===== config.mk =====
export PLATFORM = sky130hd
export DESIGN_NAME = rsbc_top
export DESIGN_NICKNAME = d
export VERILOG_FILES = /design/src/rsbc_pkg.sv /design/src/rsbc_top.sv /design/src/rsbc_sync.sv
export SDC_FILE = /design/constraint.sdc
export NUM_CORES = 1
export LEC_CHECK = 0
export ABC_AREA = 1
export BUFFER_PORTS_ARGS = -buffer_cell sky130_fd_sc_hd__buf_2
export CAP_MARGIN = 20
export CORE_MARGIN = 2
export CORE_UTILIZATION = 45
export DETAILED_ROUTE_END_ITERATION = 12
export PLACE_DENSITY_LB_ADDON = 0.25
export SLEW_MARGIN = 20
export SYNTH_ARGS = -nofsm -noshare
export SYNTH_HDL_FRONTEND = slang
export SYNTH_SLANG_ARGS = --single-unit

===== constraint.sdc =====
create_clock -name clk_i -period 2.8 [get_ports clk_i]
set_input_delay 0.14 -clock clk_i [delete_from_list [all_inputs] [get_ports clk_i]]
set_output_delay 0.14 -clock clk_i [all_outputs]
set_load 0.01 [all_outputs]

===== src/rsbc_pkg.sv =====
package rsbc_pkg;

   // wishbone register byte offsets
   localparam logic [3:0] RSBC_OFS_CTRL   = 4'h0;
   localparam logic [3:0] RSBC_OFS_TIMER  = 4'h4;
   localparam logic [3:0] RSBC_OFS_CLKMD  = 4'h8;
   localparam logic [3:0] RSBC_OFS_STATUS = 4'hC;

   // ctrl register fields
   localparam int RSBC_CTRL_PRESC_BIT = 0;
   localparam int RSBC_CTRL_OSC_BIT   = 1;
   // timer register fields
   localparam int RSBC_TMR_FIVE_LSB   = 0;
   localparam int RSBC_TMR_SIX_LSB    = 4;
   // status register fields
   localparam int RSBC_ST_PDF_BIT     = 0;
   localparam int RSBC_ST_KEEP_BIT    = 1;
   localparam int RSBC_ST_ARM_BIT     = 2;
   localparam int RSBC_ST_BACKUP_BIT  = 3;
   localparam int RSBC_ST_VDACT_BIT   = 4;

   // reset values
   localparam logic       RSBC_PRESC_RST = 1'h0;
   localparam logic [3:0] RSBC_TMR_RST   = 4'h0;
   localparam logic [3:0] RSBC_CLKMD_RST = 4'hD;
   localparam logic       RSBC_OSC_RST   = 1'h0;
   localparam int         RSBC_PC_W      = 11;
   localparam logic [RSBC_PC_W-1:0] RSBC_PC_RST = 11'h000;

   // timing counts in clock cycles
   localparam int RSBC_PIN_DRIVE_CYC = 4;
   localparam int RSBC_SYNC_LAT_CYC  = 3;
   localparam int RSBC_HOLD_CYC      = 120;

   // instruction codes from the core decoder
   typedef enum logic [2:0] {
      RSBC_INS_OTHER  = 3'h0,
      RSBC_INS_KEEP   = 3'h1,
      RSBC_INS_ARM    = 3'h2,
      RSBC_INS_ENTER  = 3'h3,
      RSBC_INS_SKIPW  = 3'h4,
      RSBC_INS_SYSRST = 3'h5
   } rsbc_instr_e;

   // sequencer states
   typedef enum logic [2:0] {
      RSBC_ST_RUN    = 3'h1,
      RSBC_ST_HOLD   = 3'h2,
      RSBC_ST_BACKUP = 3'h4
   } rsbc_state_e;

endpackage


===== src/rsbc_top.sv =====
// reset sequencing, voltage-drop reset and RAM back-up control
//
// Added by the designer: the Wishbone register port and the register addresses.
module rsbc_top #(
   parameter int HOLD_CYC = rsbc_pkg::RSBC_HOLD_CYC
) (
   // clock and reset
   input  wire logic                           clk_i,
   input  wire logic                           rst_i,
   // wishbone slave
   input  wire logic                           wb_cyc_i,
   input  wire logic                           wb_stb_i,
   input  wire logic                           wb_we_i,
   input  wire logic [3:0]                     wb_adr_i,
   input  wire logic [3:0]                     wb_sel_i,
   input  wire logic [31:0]                    wb_dat_i,
   output logic      [31:0]                    wb_dat_o,
   output logic                                wb_ack_o,
   // instruction execution from the core
   input  wire logic                           instr_valid_i,
   input  wire rsbc_pkg::rsbc_instr_e          instr_code_i,
   input  wire logic                           watchdog_rst_i,
   output logic                                skip_o,
   // pins and supply monitor
   input  wire logic                           reset_pin_i,
   output logic                                reset_pin_o,
   output logic                                reset_pin_oe_o,
   input  wire logic                           wakeup_i,
   input  wire logic                           supply_low_i,
   // core control
   output logic                                core_reset_o,
   output logic [rsbc_pkg::RSBC_PC_W-1:0]      pc_start_o,
   output logic                                osc_run_o,
   output logic                                backup_o,
   output logic                                power_down_flag_o,
   output logic                                prescaler_ctl_o,
   output logic [3:0]                          timer_ctl_five_o,
   output logic [3:0]                          timer_ctl_six_o,
   output logic [3:0]                          clock_mode_bits_o,
   output logic                                oscillator_stop_ctl_o
);
   import rsbc_pkg::*;

   localparam int CNT_W = $clog2(HOLD_CYC + RSBC_PIN_DRIVE_CYC + 8);
   localparam logic [CNT_W-1:0] DRIVE_END =
      CNT_W'(RSBC_PIN_DRIVE_CYC);
   localparam logic [CNT_W-1:0] SETTLE_END =
      CNT_W'(RSBC_PIN_DRIVE_CYC + RSBC_SYNC_LAT_CYC);
   localparam logic [CNT_W-1:0] HOLD_END = CNT_W'(HOLD_CYC);

   rsbc_state_e      state_reg;
   rsbc_state_e      state_next;
   logic [CNT_W-1:0] cnt_reg;
   logic             drive_reg;
   logic             pdf_reg;
   logic             keep_reg;
   logic             arm_reg;
   logic             ack_reg;
   logic [31:0]      rdat_reg;
   logic             presc_reg;
   logic             osc_reg;
   logic [3:0]       five_reg;
   logic [3:0]       six_reg;
   logic [3:0]       clkmd_reg;
   logic [RSBC_PC_W-1:0] pc_reg;
   logic             pin_lvl;
   logic             wake_lvl;
   logic             low_lvl;
   logic             ins_keep;
   logic             ins_arm;
   logic             ins_enter;
   logic             ins_sysrst;
   logic             go_backup;
   logic             vd_active;
   logic             vd_trip;
   logic             drive_req;
   logic             cold_evt;
   logic             wake_evt;
   logic             sys_init;
   logic             wb_req;
   logic             wb_wr;

   // pin and supply synchronisers
   rsbc_sync #(.RST_VAL(1'h1)) u_pin_sync (
      .clk_i   (clk_i),
      .rst_i   (rst_i),
      .async_i (reset_pin_i),
      .level_o (pin_lvl)
   );
   rsbc_sync #(.RST_VAL(1'h0)) u_wake_sync (
      .clk_i   (clk_i),
      .rst_i   (rst_i),
      .async_i (wakeup_i),
      .level_o (wake_lvl)
   );
   rsbc_sync #(.RST_VAL(1'h0)) u_low_sync (
      .clk_i   (clk_i),
      .rst_i   (rst_i),
      .async_i (supply_low_i),
      .level_o (low_lvl)
   );

   // instruction decode, only while the core runs
   always_comb begin
      ins_keep   = 1'b0;
      ins_arm    = 1'b0;
      ins_enter  = 1'b0;
      ins_sysrst = 1'b0;
      if (instr_valid_i && state_reg == RSBC_ST_RUN) begin
         ins_keep   = (instr_code_i == RSBC_INS_KEEP);
         ins_arm    = (instr_code_i == RSBC_INS_ARM);
         ins_enter  = (instr_code_i == RSBC_INS_ENTER);
         ins_sysrst = (instr_code_i == RSBC_INS_SYSRST);
      end
   end

   // enter only right after arm, else a plain nop
   assign go_backup = ins_enter && arm_reg;

   // detector validity and trip
   assign vd_active = (state_reg != RSBC_ST_BACKUP) || keep_reg;
   assign vd_trip   = vd_active && low_lvl;
   assign drive_req = vd_trip || ins_sysrst;

   // cold sources: pin, instruction, watchdog, detector
   assign cold_evt = !pin_lvl || drive_req
                     || (watchdog_rst_i && state_reg == RSBC_ST_RUN);
   assign wake_evt = (state_reg == RSBC_ST_BACKUP) && wake_lvl;
   assign sys_init = rst_i
                     || (state_reg != RSBC_ST_HOLD && cold_evt);

   // sequencer next state
   always_comb begin
      state_next = state_reg;
      case (state_reg)
         RSBC_ST_RUN: begin
            if (cold_evt) begin
               state_next = RSBC_ST_HOLD;
            end else if (go_backup) begin
               state_next = RSBC_ST_BACKUP;
            end
         end
         RSBC_ST_HOLD: begin
            if (cnt_reg >= HOLD_END && cnt_reg >= SETTLE_END && pin_lvl)
            begin
               state_next = RSBC_ST_RUN;
            end
         end
         RSBC_ST_BACKUP: begin
            if (cold_evt || wake_evt) begin
               state_next = RSBC_ST_HOLD;
            end
         end
         default: state_next = RSBC_ST_HOLD;
      endcase
   end

   // state register
   always_ff @(posedge clk_i) begin
      if (rst_i) begin
         state_reg <= RSBC_ST_HOLD;
      end else begin
         state_reg <= state_next;
      end
   end

   // hold counter, held at SETTLE_END while the pin is still seen low
   always_ff @(posedge clk_i) begin
      if (rst_i || state_reg != RSBC_ST_HOLD) begin
         cnt_reg <= '0;
      end else if (!pin_lvl && cnt_reg >= SETTLE_END) begin
         cnt_reg <= SETTLE_END;
      end else if (cnt_reg < HOLD_END || cnt_reg < SETTLE_END) begin
         cnt_reg <= cnt_reg + CNT_W'(1);
      end
   end

   // open-drain pull of the reset line for detector trip and reset instruction, not watchdog
   always_ff @(posedge clk_i) begin
      if (rst_i) begin
         drive_reg <= 1'b0;
      end else if (state_reg != RSBC_ST_HOLD && drive_req) begin
         drive_reg <= 1'b1;
      end else if (cnt_reg >= DRIVE_END - CNT_W'(1)) begin
         drive_reg <= 1'b0;
      end
   end

   // power down flag
   always_ff @(posedge clk_i) begin
      if (sys_init) begin
         pdf_reg <= 1'b0;
      end else if (wake_evt) begin
         pdf_reg <= 1'b1;
      end
   end

   // write-once detector keep latch
   always_ff @(posedge clk_i) begin
      if (sys_init) begin
         keep_reg <= 1'b0;
      end else if (ins_keep && !keep_reg) begin
         keep_reg <= 1'b1;
      end
   end

   // arm lasts for exactly the next instruction
   always_ff @(posedge clk_i) begin
      if (sys_init || state_reg != RSBC_ST_RUN) begin
         arm_reg <= 1'b0;
      end else if (instr_valid_i) begin
         arm_reg <= ins_arm;
      end
   end

   // program counter start address, forced on every reset
   always_ff @(posedge clk_i) begin
      if (rst_i || state_reg == RSBC_ST_HOLD) begin
         pc_reg <= RSBC_PC_RST;
      end
   end

   // wishbone handshake
   assign wb_req = wb_cyc_i && wb_stb_i && !ack_reg;
   assign wb_wr  = wb_req && wb_we_i && wb_sel_i[0];

   always_ff @(posedge clk_i) begin
      if (rst_i) begin
         ack_reg <= 1'b0;
      end else begin
         ack_reg <= wb_req;
      end
   end

   // prescaler and oscillator controls; warm start also reinitialises
   always_ff @(posedge clk_i) begin
      if (sys_init || wake_evt) begin
         presc_reg <= RSBC_PRESC_RST;
         osc_reg   <= RSBC_OSC_RST;
      end else if (wb_wr && wb_adr_i == RSBC_OFS_CTRL) begin
         presc_reg <= wb_dat_i[RSBC_CTRL_PRESC_BIT];
         osc_reg   <= wb_dat_i[RSBC_CTRL_OSC_BIT];
      end
   end

   // timer controls five and six survive back-up
   always_ff @(posedge clk_i) begin
      if (sys_init) begin
         five_reg <= RSBC_TMR_RST;
         six_reg  <= RSBC_TMR_RST;
      end else if (wb_wr && wb_adr_i == RSBC_OFS_TIMER) begin
         five_reg <= wb_dat_i[RSBC_TMR_FIVE_LSB +: 4];
         six_reg  <= wb_dat_i[RSBC_TMR_SIX_LSB +: 4];
      end
   end

   // clock mode bits
   always_ff @(posedge clk_i) begin
      if (sys_init || wake_evt) begin
         clkmd_reg <= RSBC_CLKMD_RST;
      end else if (wb_wr && wb_adr_i == RSBC_OFS_CLKMD) begin
         clkmd_reg <= wb_dat_i[3:0];
      end
   end

   // read data; unmapped offsets read zero
   always_ff @(posedge clk_i) begin
      if (rst_i) begin
         rdat_reg <= 32'h0000_0000;
      end else if (wb_req && !wb_we_i) begin
         rdat_reg <= 32'h0000_0000;
         case (wb_adr_i)
            RSBC_OFS_CTRL: begin
               rdat_reg[RSBC_CTRL_PRESC_BIT] <= presc_reg;
               rdat_reg[RSBC_CTRL_OSC_BIT]   <= osc_reg;
            end
            RSBC_OFS_TIMER: begin
               rdat_reg[RSBC_TMR_FIVE_LSB +: 4] <= five_reg;
               rdat_reg[RSBC_TMR_SIX_LSB +: 4]  <= six_reg;
            end
            RSBC_OFS_CLKMD: begin
               rdat_reg[3:0] <= clkmd_reg;
            end
            RSBC_OFS_STATUS: begin
               rdat_reg[RSBC_ST_PDF_BIT]    <= pdf_reg;
               rdat_reg[RSBC_ST_KEEP_BIT]   <= keep_reg;
               rdat_reg[RSBC_ST_ARM_BIT]    <= arm_reg;
               rdat_reg[RSBC_ST_BACKUP_BIT] <= backup_o;
               rdat_reg[RSBC_ST_VDACT_BIT]  <= vd_active;
            end
            default: rdat_reg <= 32'h0000_0000;
         endcase
      end
   end

   // skip test on the power down flag
   assign skip_o = instr_valid_i && state_reg == RSBC_ST_RUN
                   && instr_code_i == RSBC_INS_SKIPW && pdf_reg;

   // outputs
   assign wb_ack_o              = ack_reg;
   assign wb_dat_o              = rdat_reg;
   assign reset_pin_o           = 1'b0;
   assign reset_pin_oe_o        = drive_reg;
   assign core_reset_o          = (state_reg == RSBC_ST_HOLD);
   assign pc_start_o            = pc_reg;
   assign backup_o              = (state_reg == RSBC_ST_BACKUP);
   assign osc_run_o             = !backup_o;
   assign power_down_flag_o     = pdf_reg;
   assign prescaler_ctl_o       = presc_reg;
   assign timer_ctl_five_o      = five_reg;
   assign timer_ctl_six_o       = six_reg;
   assign clock_mode_bits_o     = clkmd_reg;
   assign oscillator_stop_ctl_o = osc_reg;
   // other state is not initialised here, software sets it
endmodule


===== src/rsbc_sync.sv =====
// three-stage input synchroniser; output follows once stages two and three agree
module rsbc_sync #(
   parameter logic RST_VAL = 1'h1
) (
   // clock and reset
   input  wire logic clk_i,
   input  wire logic rst_i,
   // asynchronous input and filtered level
   input  wire logic async_i,
   output logic      level_o
);
   logic s1_reg;
   logic s2_reg;
   logic s3_reg;
   logic lvl_reg;

   // shift chain
   always_ff @(posedge clk_i) begin
      if (rst_i) begin
         s1_reg <= RST_VAL;
         s2_reg <= RST_VAL;
         s3_reg <= RST_VAL;
      end else begin
         s1_reg <= async_i;
         s2_reg <= s1_reg;
         s3_reg <= s2_reg;
      end
   end

   // agreement filter
   always_ff @(posedge clk_i) begin
      if (rst_i) begin
         lvl_reg <= RST_VAL;
      end else if (s2_reg == s3_reg) begin
         lvl_reg <= s3_reg;
      end
   end

   assign level_o = lvl_reg;
endmodule


==> flow_summary.ini, run 1 <==
[logic_synthesis]
yosysTopAreaCell = dfxtp_1
mappedNetlistArea_sq_um = 2520
yosys_most_used_dff = dfxtp_1
synth_top_cells_by_area = dfxtp_1 40%, buf_4 11%, nand2_1 9.2%
synth-edff-count = 0
yosysWarningCount = 0
synth-seq-cells = 50
yosysMostFrequentCell = nand2_1
ys_seq_area_share_pct = 39.7
synth_top_area_share_pct = 39.7
async_flop_share_pct = 0
avgSynthCellArea_sq_um = 7.64
syn_inst = 330
synthTopCellsByCount = 62 x nand2_1, 50 x dfxtp_1, 36 x buf_4
yosysUniqueCellTypes = 35

[sta]
maxSlewViolCount = 0
finalSetupViolCount = 0
fin_tns_setup_ns = 0
worst_slew_pin_slew_ns = 0.579
fmax_ghz = 0.656
skew_ns = 0.0147
maxSlewHeadroom_pct = 61.3
hold_viol_final = 0
rsz0062_at_grt = no
min_period_ns = 1.53
timing.final.crit_share_pct = 54.5

[worst_setup_path]
cp.arrival_ns = 1.75
cp-end-kind = flop
worst_ep_required_time_ns = 3.03
worstReg2RegStart = cnt_reg[0]
crit_type = reg -> reg
timing.rr.end = cnt_reg[3]
r2r_cells = 6
crit_path_max_fanout = 5
r2r_slack_ns = 1.27
worstSetupStartpointType = flop

[clock_tree]
clock_path_buffers = 2
ctsRootBufferMaster = clkbuf_8
numClockSinks = 50
cts_setup_buffers = 0
path_clk_slew_ns = 0.09
cts_resized = 0
htree_levels = 2
cts_tree = done
cts_buffers = 5
clk_latency_ns = 0.31
postCtsHoldBufs = 0

[layout]
finalNetCount = 441
drive_gt1_share_pct = 26.1
area_growth_syn_to_layout_pct = 11.5
post-route-util_pct = 51.3
fin_cells = 459
multi_input_area_sq_um = 1200
n_fill_cell = 584
regArea_sq_um = 1000
n_antenna_cell = 0

[power]
p_sw_share_pct = 33.2
combPwrFrac_pct = 22.8
internal_power_mw = 1.07
power_leakage_nw = 1.29
power_density_nw_per_um2 = 570
p_clk_share_pct = 27.4
switching_power_mw = 0.531
vdd.ir_drop.worst_v = 0.000256
p_seq_share_pct = 49.8

[drt]
ant_nets = 0
routed_wl_um = 5030
drc_errors = 0
post_drt_wl_per_cell_um = 11.0
dr.pass1.iters = 4
via_count = 2106
viasPerCell = 4.59
first_iter_violations = 102

[die]
dieWidth_um = 78.8
fp.dieH_um = 78.8
start_util_pct = 46.0
num_rows = 27
pin_count = 118
core-area_sq_um = 5470
die-area_sq_um = 6210

[worst_hold_path]
min_path_cells = 2
hp-class = in -> reg
worstHoldStart = reset_pin_i
min_to = u_pin_sync.s1_reg

[status]
outcome = completed

[place]
portBuffers = 54
routabilityCongestion = 0.829
dp.cells = 451
dpl.hpwl_um = 3920

[global_routing]
grt_max_degree = 26
track_usage_pct = 17.0
antenna_found_initial = 0
grt_pass1_vias = 1838
grt_overflow = 0
grt_pass1_wl_um = 8360

[flow_run]
maxCapViolations = 0
## per-stage QoR
step,setup slack (ns),total power [mW],hold WS (ns),instance area [sq um]
floorplan,1.51,1.12,0.244,2650
finish,1.27,1.60,0.0251,2810
global route,1.09,1.71,0.0154,2810
CTS,1.24,1.62,0.0133,2810
global placement,1.26,1.17,0.325,2710
detailed placement,1.25,1.18,0.330,2710
## logic make-up after synthesis
| kind of cell | count (synthesis) | synth area share [%] |
|---|---|---|
| buf+inv | 80 | 17.9 |
| fa+ha+maj | 2 | 0.993 |
| xor+xnor | 3 | 1.04 |
| other cells | 1 | 0.149 |
| simple gates | 152 | 29.6 |
| flops | 50 | 39.7 |
| compound gates | 42 | 10.5 |
## critical path, cell delays in order (launching register included)
cell      delay, ns
dfxtp_1        0.36
ha_1           0.24
nand2_1        0.11
nand2_1        0.06
o21bai_1       0.28
nand2_1        0.20
nor3b_1        0.21
## cell type report
class | instances | share of cell area, %
multi-input combinational | 235 | 42.7
clock buffer | 6 | 2.94
tap | 72 | 3.21
clock inverter | 2 | 0.445
inverter | 39 | 5.21
timing repair buffer | 55 | 9.89
sequential | 50 | 35.6
## power by group through the flow
stage	Sequential (mW)	Clock, mW	Combinational (mW)
2_1_floorplan	0.806	0	0.309
3_3_place_gp	0.813	0	0.361
3_5_place_dp	0.815	0	0.369
4_1_cts	0.798	0.452	0.370
5_1_grt	0.806	0.481	0.420
6_report	0.798	0.440	0.364
## worst max path at each step
stage	to	cells after the start	slack [ns]	startpoint
3_5_place_dp	timer_ctl_six_o[0]	7	1.25	wb_adr_i[1]
4_1_cts	cnt_reg[3]	6	1.24	cnt_reg[0]
2_1_floorplan	cnt_reg[3]	6	1.51	cnt_reg[0]
3_3_place_gp	timer_ctl_five_o[3]	7	1.26	wb_adr_i[1]
6_report	cnt_reg[3]	6	1.27	cnt_reg[0]
5_1_grt	cnt_reg[3]	6	1.09	cnt_reg[0]
## cells in the final DEF, fill, tap and decap left out, types with 3 or more instances in the layout
cell type and count:
nand2_1 62, a21oi_1 18, nor2_1 25, a22oi_1 3, nand3_2 3, nor2_2 6, buf_2 54, conb_1 36
inv_2 6, nand2_2 4, dfxtp_1 50, inv_1 33, nand4_1 8, nor3_1 5, nand3_1 28, a21oi_2 10
clkbuf_8 6, or2_2 3, o21ai_0 6
## layer usage
metal / vias up / global-route usage [%] / share of wire, %
met4: 0 / 6.90 / 1.3
met2: 60 / 26.7 / 46
li1: 1097 / - / -
met1: 944 / 21.8 / 46
met3: 5 / 5.23 / 6.6
met5: - / 0 / 0
Note: power is estimated with default switching activity, not from simulation.
==> run 2, diff against run 1 <==
ABC_AREA = 0   (was 1)
CORE_UTILIZATION = 42   (was 45)
clock period = 1.4 ns   (was 2.8 ns; I/O delays follow)
==> run 2 against run 1 <==
  * The run now ends with negative setup slack left
  * Global-route usage shrank 0.098 points
  * Combinational power fell by 23%
  * Hold slack worse by 0.0072 ns
  * Critical endpoint is now state_reg[1]
  * Synthesized area down 3.1%
  * Die area rose by 3.6%
  * Sequential share of layout area decreased by 4.6 points
  * Non-clock buffer count is 47 higher
  * Power grew 71%
==> flow_summary.ini, run 2 <==
[sta]
skew_ns = 0.00675
finalSetupViolCount = 31
fin_tns_setup_ns = -5.91
timing.final.crit_share_pct = 122
maxSlewViolCount = 0
fmax_ghz = 0.586
rsz0062_at_grt = yes
hold_viol_final = 0
setup_slack_ns = -0.306
min_period_ns = 1.71

[worst_setup_path]
worstSetupStartpointType = flop
r2r_slack_ns = -0.31
worst_ep_required_time_ns = 1.60
crit_end = state_reg[1]
cp-end-kind = flop
startpoint = state_reg[0]
crit_path_max_fanout = 6
crit_type = reg -> reg
worstReg2RegStart = state_reg[0]
r2r_cells = 8
timing.rr.end = state_reg[1]
cp.arrival_ns = 1.90

[logic_synthesis]
synth_top_cells_by_area = dfxtp_1 41%, buf_4 11%, mux2i_1 6.2%
yosysWarningCount = 0
yosys_most_used_dff = dfxtp_1
synth-edff-count = 0
mappedNetlistArea_sq_um = 2440
synth-seq-cells = 50
yosysTopAreaCell = dfxtp_1
async_flop_share_pct = 0
syn_inst = 264
yosysMostFrequentCell = dfxtp_1
synthTopCellsByCount = 50 x dfxtp_1, 37 x buf_4, 32 x nor2_1
ys_seq_area_share_pct = 41.0
avgSynthCellArea_sq_um = 9.25
synth_top_area_share_pct = 41.0
yosysUniqueCellTypes = 55

[layout]
layout_commonest_cell = buf_2
drive_gt1_share_pct = 38.4
mostFrequentLayoutCells = 53 x buf_2, 47 x dfxtp_1, 36 x conb_1, 33 x buf_4, 28 x nor2_1
finalNetCount = 421
n_fill_cell = 489
area_growth_syn_to_layout_pct = 32.8
n_antenna_cell = 0

[status]
outcome = complete, but fails checks
violations = negative setup slack

[place]
routabilityCongestion = 0.818
portBuffers = 54
place_ws_ns = -0.306
dpl.hpwl_um = 3950

[power]
combPwrFrac_pct = 10.3
p_seq_share_pct = 53.1
p_sw_share_pct = 23.5
switching_power_mw = 0.644
power_density_nw_per_um2 = 847
internal_power_mw = 2.10
vdd.ir_drop.worst_v = 0.000496
p_clk_share_pct = 36.6
power_leakage_nw = 1.54

[clock_tree]
cts_buffers = 5
cts_tree = done
clock_path_buffers = 2
ctsRootBufferMaster = clkbuf_8
htree_levels = 2
path_clk_slew_ns = 0.09
clk_latency_ns = 0.30
numClockSinks = 50

[flow_run]
maxCapViolations = 0

[global_routing]
grt_overflow = 0
antenna_found_initial = 0
grt_max_degree = 16
grt_pass1_wl_um = 8510
grt_pass1_vias = 1841
track_usage_pct = 16.9

[drt]
first_iter_violations = 82
dr.pass1.iters = 4
post_drt_wl_per_cell_um = 12.3
ant_nets = 0
routed_wl_um = 5380
viasPerCell = 4.69
drc_errors = 0
via_count = 2060

[die]
dieWidth_um = 80.2
fp.dieH_um = 80.2
start_util_pct = 43.8
num_rows = 27
die-area_sq_um = 6440
core-area_sq_um = 5570
pin_count = 118

[worst_hold_path]
worstHoldStart = wb_dat_i[3]
hp-class = in -> reg
## run 2: worst min path at each step
stage | end | slack [ns] | cells after the start
detailed placement | u_pin_sync.s1_reg | 0.26 | 2
CTS | clock_mode_bits_o[3] | 0.01 | 3
global placement | u_pin_sync.s1_reg | 0.25 | 2
global route | clock_mode_bits_o[3] | 0.01 | 3
floorplan | u_low_sync.s1_reg | 0.14 | 1
finish | clock_mode_bits_o[3] | 0.02 | 3
## run 2: stage by stage
stage                     total power [mW]  utilization (%)  hold WS (ns)  instances  area, sq um
after floorplan                       1.71                -         0.142        299         2580
after global placement                1.74             52.0         0.252        417         2900
after detailed placement              1.74             52.0         0.255        417         2900
after CTS                             2.76             56.7        0.0131        434         3160
after global routing                  2.86             58.1        0.0145        439         3240
final                                 2.74             58.1        0.0179        439         3240
## run 2: kinds of logic (layout without fill, tap and decap cells)
kind of cell,after synthesis,in the layout,share of synthesized area [%]
DFF,50,50,41.0
AOI/OAI and AO/OA,39,39,11.9
muxes,18,18,8.46
other,1,36,0.154
buffers and inverters,53,121,13.9
xor gates and xnor gates,4,4,1.44
and+or+nand+nor,97,97,22.1
adders and majority gates,2,2,1.02
## run 2: area by class of cell
| class | count | area [sq um] | area share, % |
|---|---|---|---|
| Sequential cell | 50 | 1000 | 31.0 |
| Timing Repair Buffer | 102 | 688 | 21.2 |
| Inverter | 11 | 43.8 | 1.35 |
| Clock inverter | 2 | 37.5 | 1.16 |
| Tap cell | 72 | 90.1 | 2.78 |
| Clock buffer | 6 | 72.6 | 2.24 |
| Multi-Input combinational cell | 196 | 1300 | 40.2 |
## run 2: repair_timing
item / in CTS / in global routing
setup buffers: 6 / 5
resized for setup: 17 / 12
hold buffers: 4 / 0
pin swaps: 11 / 9
cloned: 0 / 0
hold endpoints to repair: 4 / 0
endpoints found under the setup margin: 34 / 33
## run 2: routing by layer
| metal | GRT usage (%) | vias up | share of wire, % |
|---|---|---|---|
| li1 | - | 1046 | - |
| met1 | 22.1 | 934 | 47 |
| met2 | 27.9 | 74 | 47 |
| met3 | 3.15 | 6 | 5.5 |
| met4 | 5.59 | 0 | 1.1 |
| met5 | 0 | - | 0 |
## run 2: critical path, cell delays in order (launching register included)
cell and delay, ns:
dfxtp_2 0.33, buf_6 0.12, nor3b_2 0.15, buf_4 0.15, buf_6 0.12, a221oi_4 0.29, buf_6 0.17, nand4b_1 0.13
o21a_1 0.13
## run 2: power groups by stage
| stage | Combinational, mW | Clock (mW) | Sequential, mW |
|---|---|---|---|
| 6_report | 0.282 | 1.00 | 1.46 |
| 5_1_grt | 0.316 | 1.09 | 1.46 |
| 4_1_cts | 0.272 | 1.03 | 1.46 |
| 3_5_place_dp | 0.254 | 0 | 1.49 |
| 3_3_place_gp | 0.252 | 0 | 1.49 |
| 2_1_floorplan | 0.218 | 0 | 1.49 |
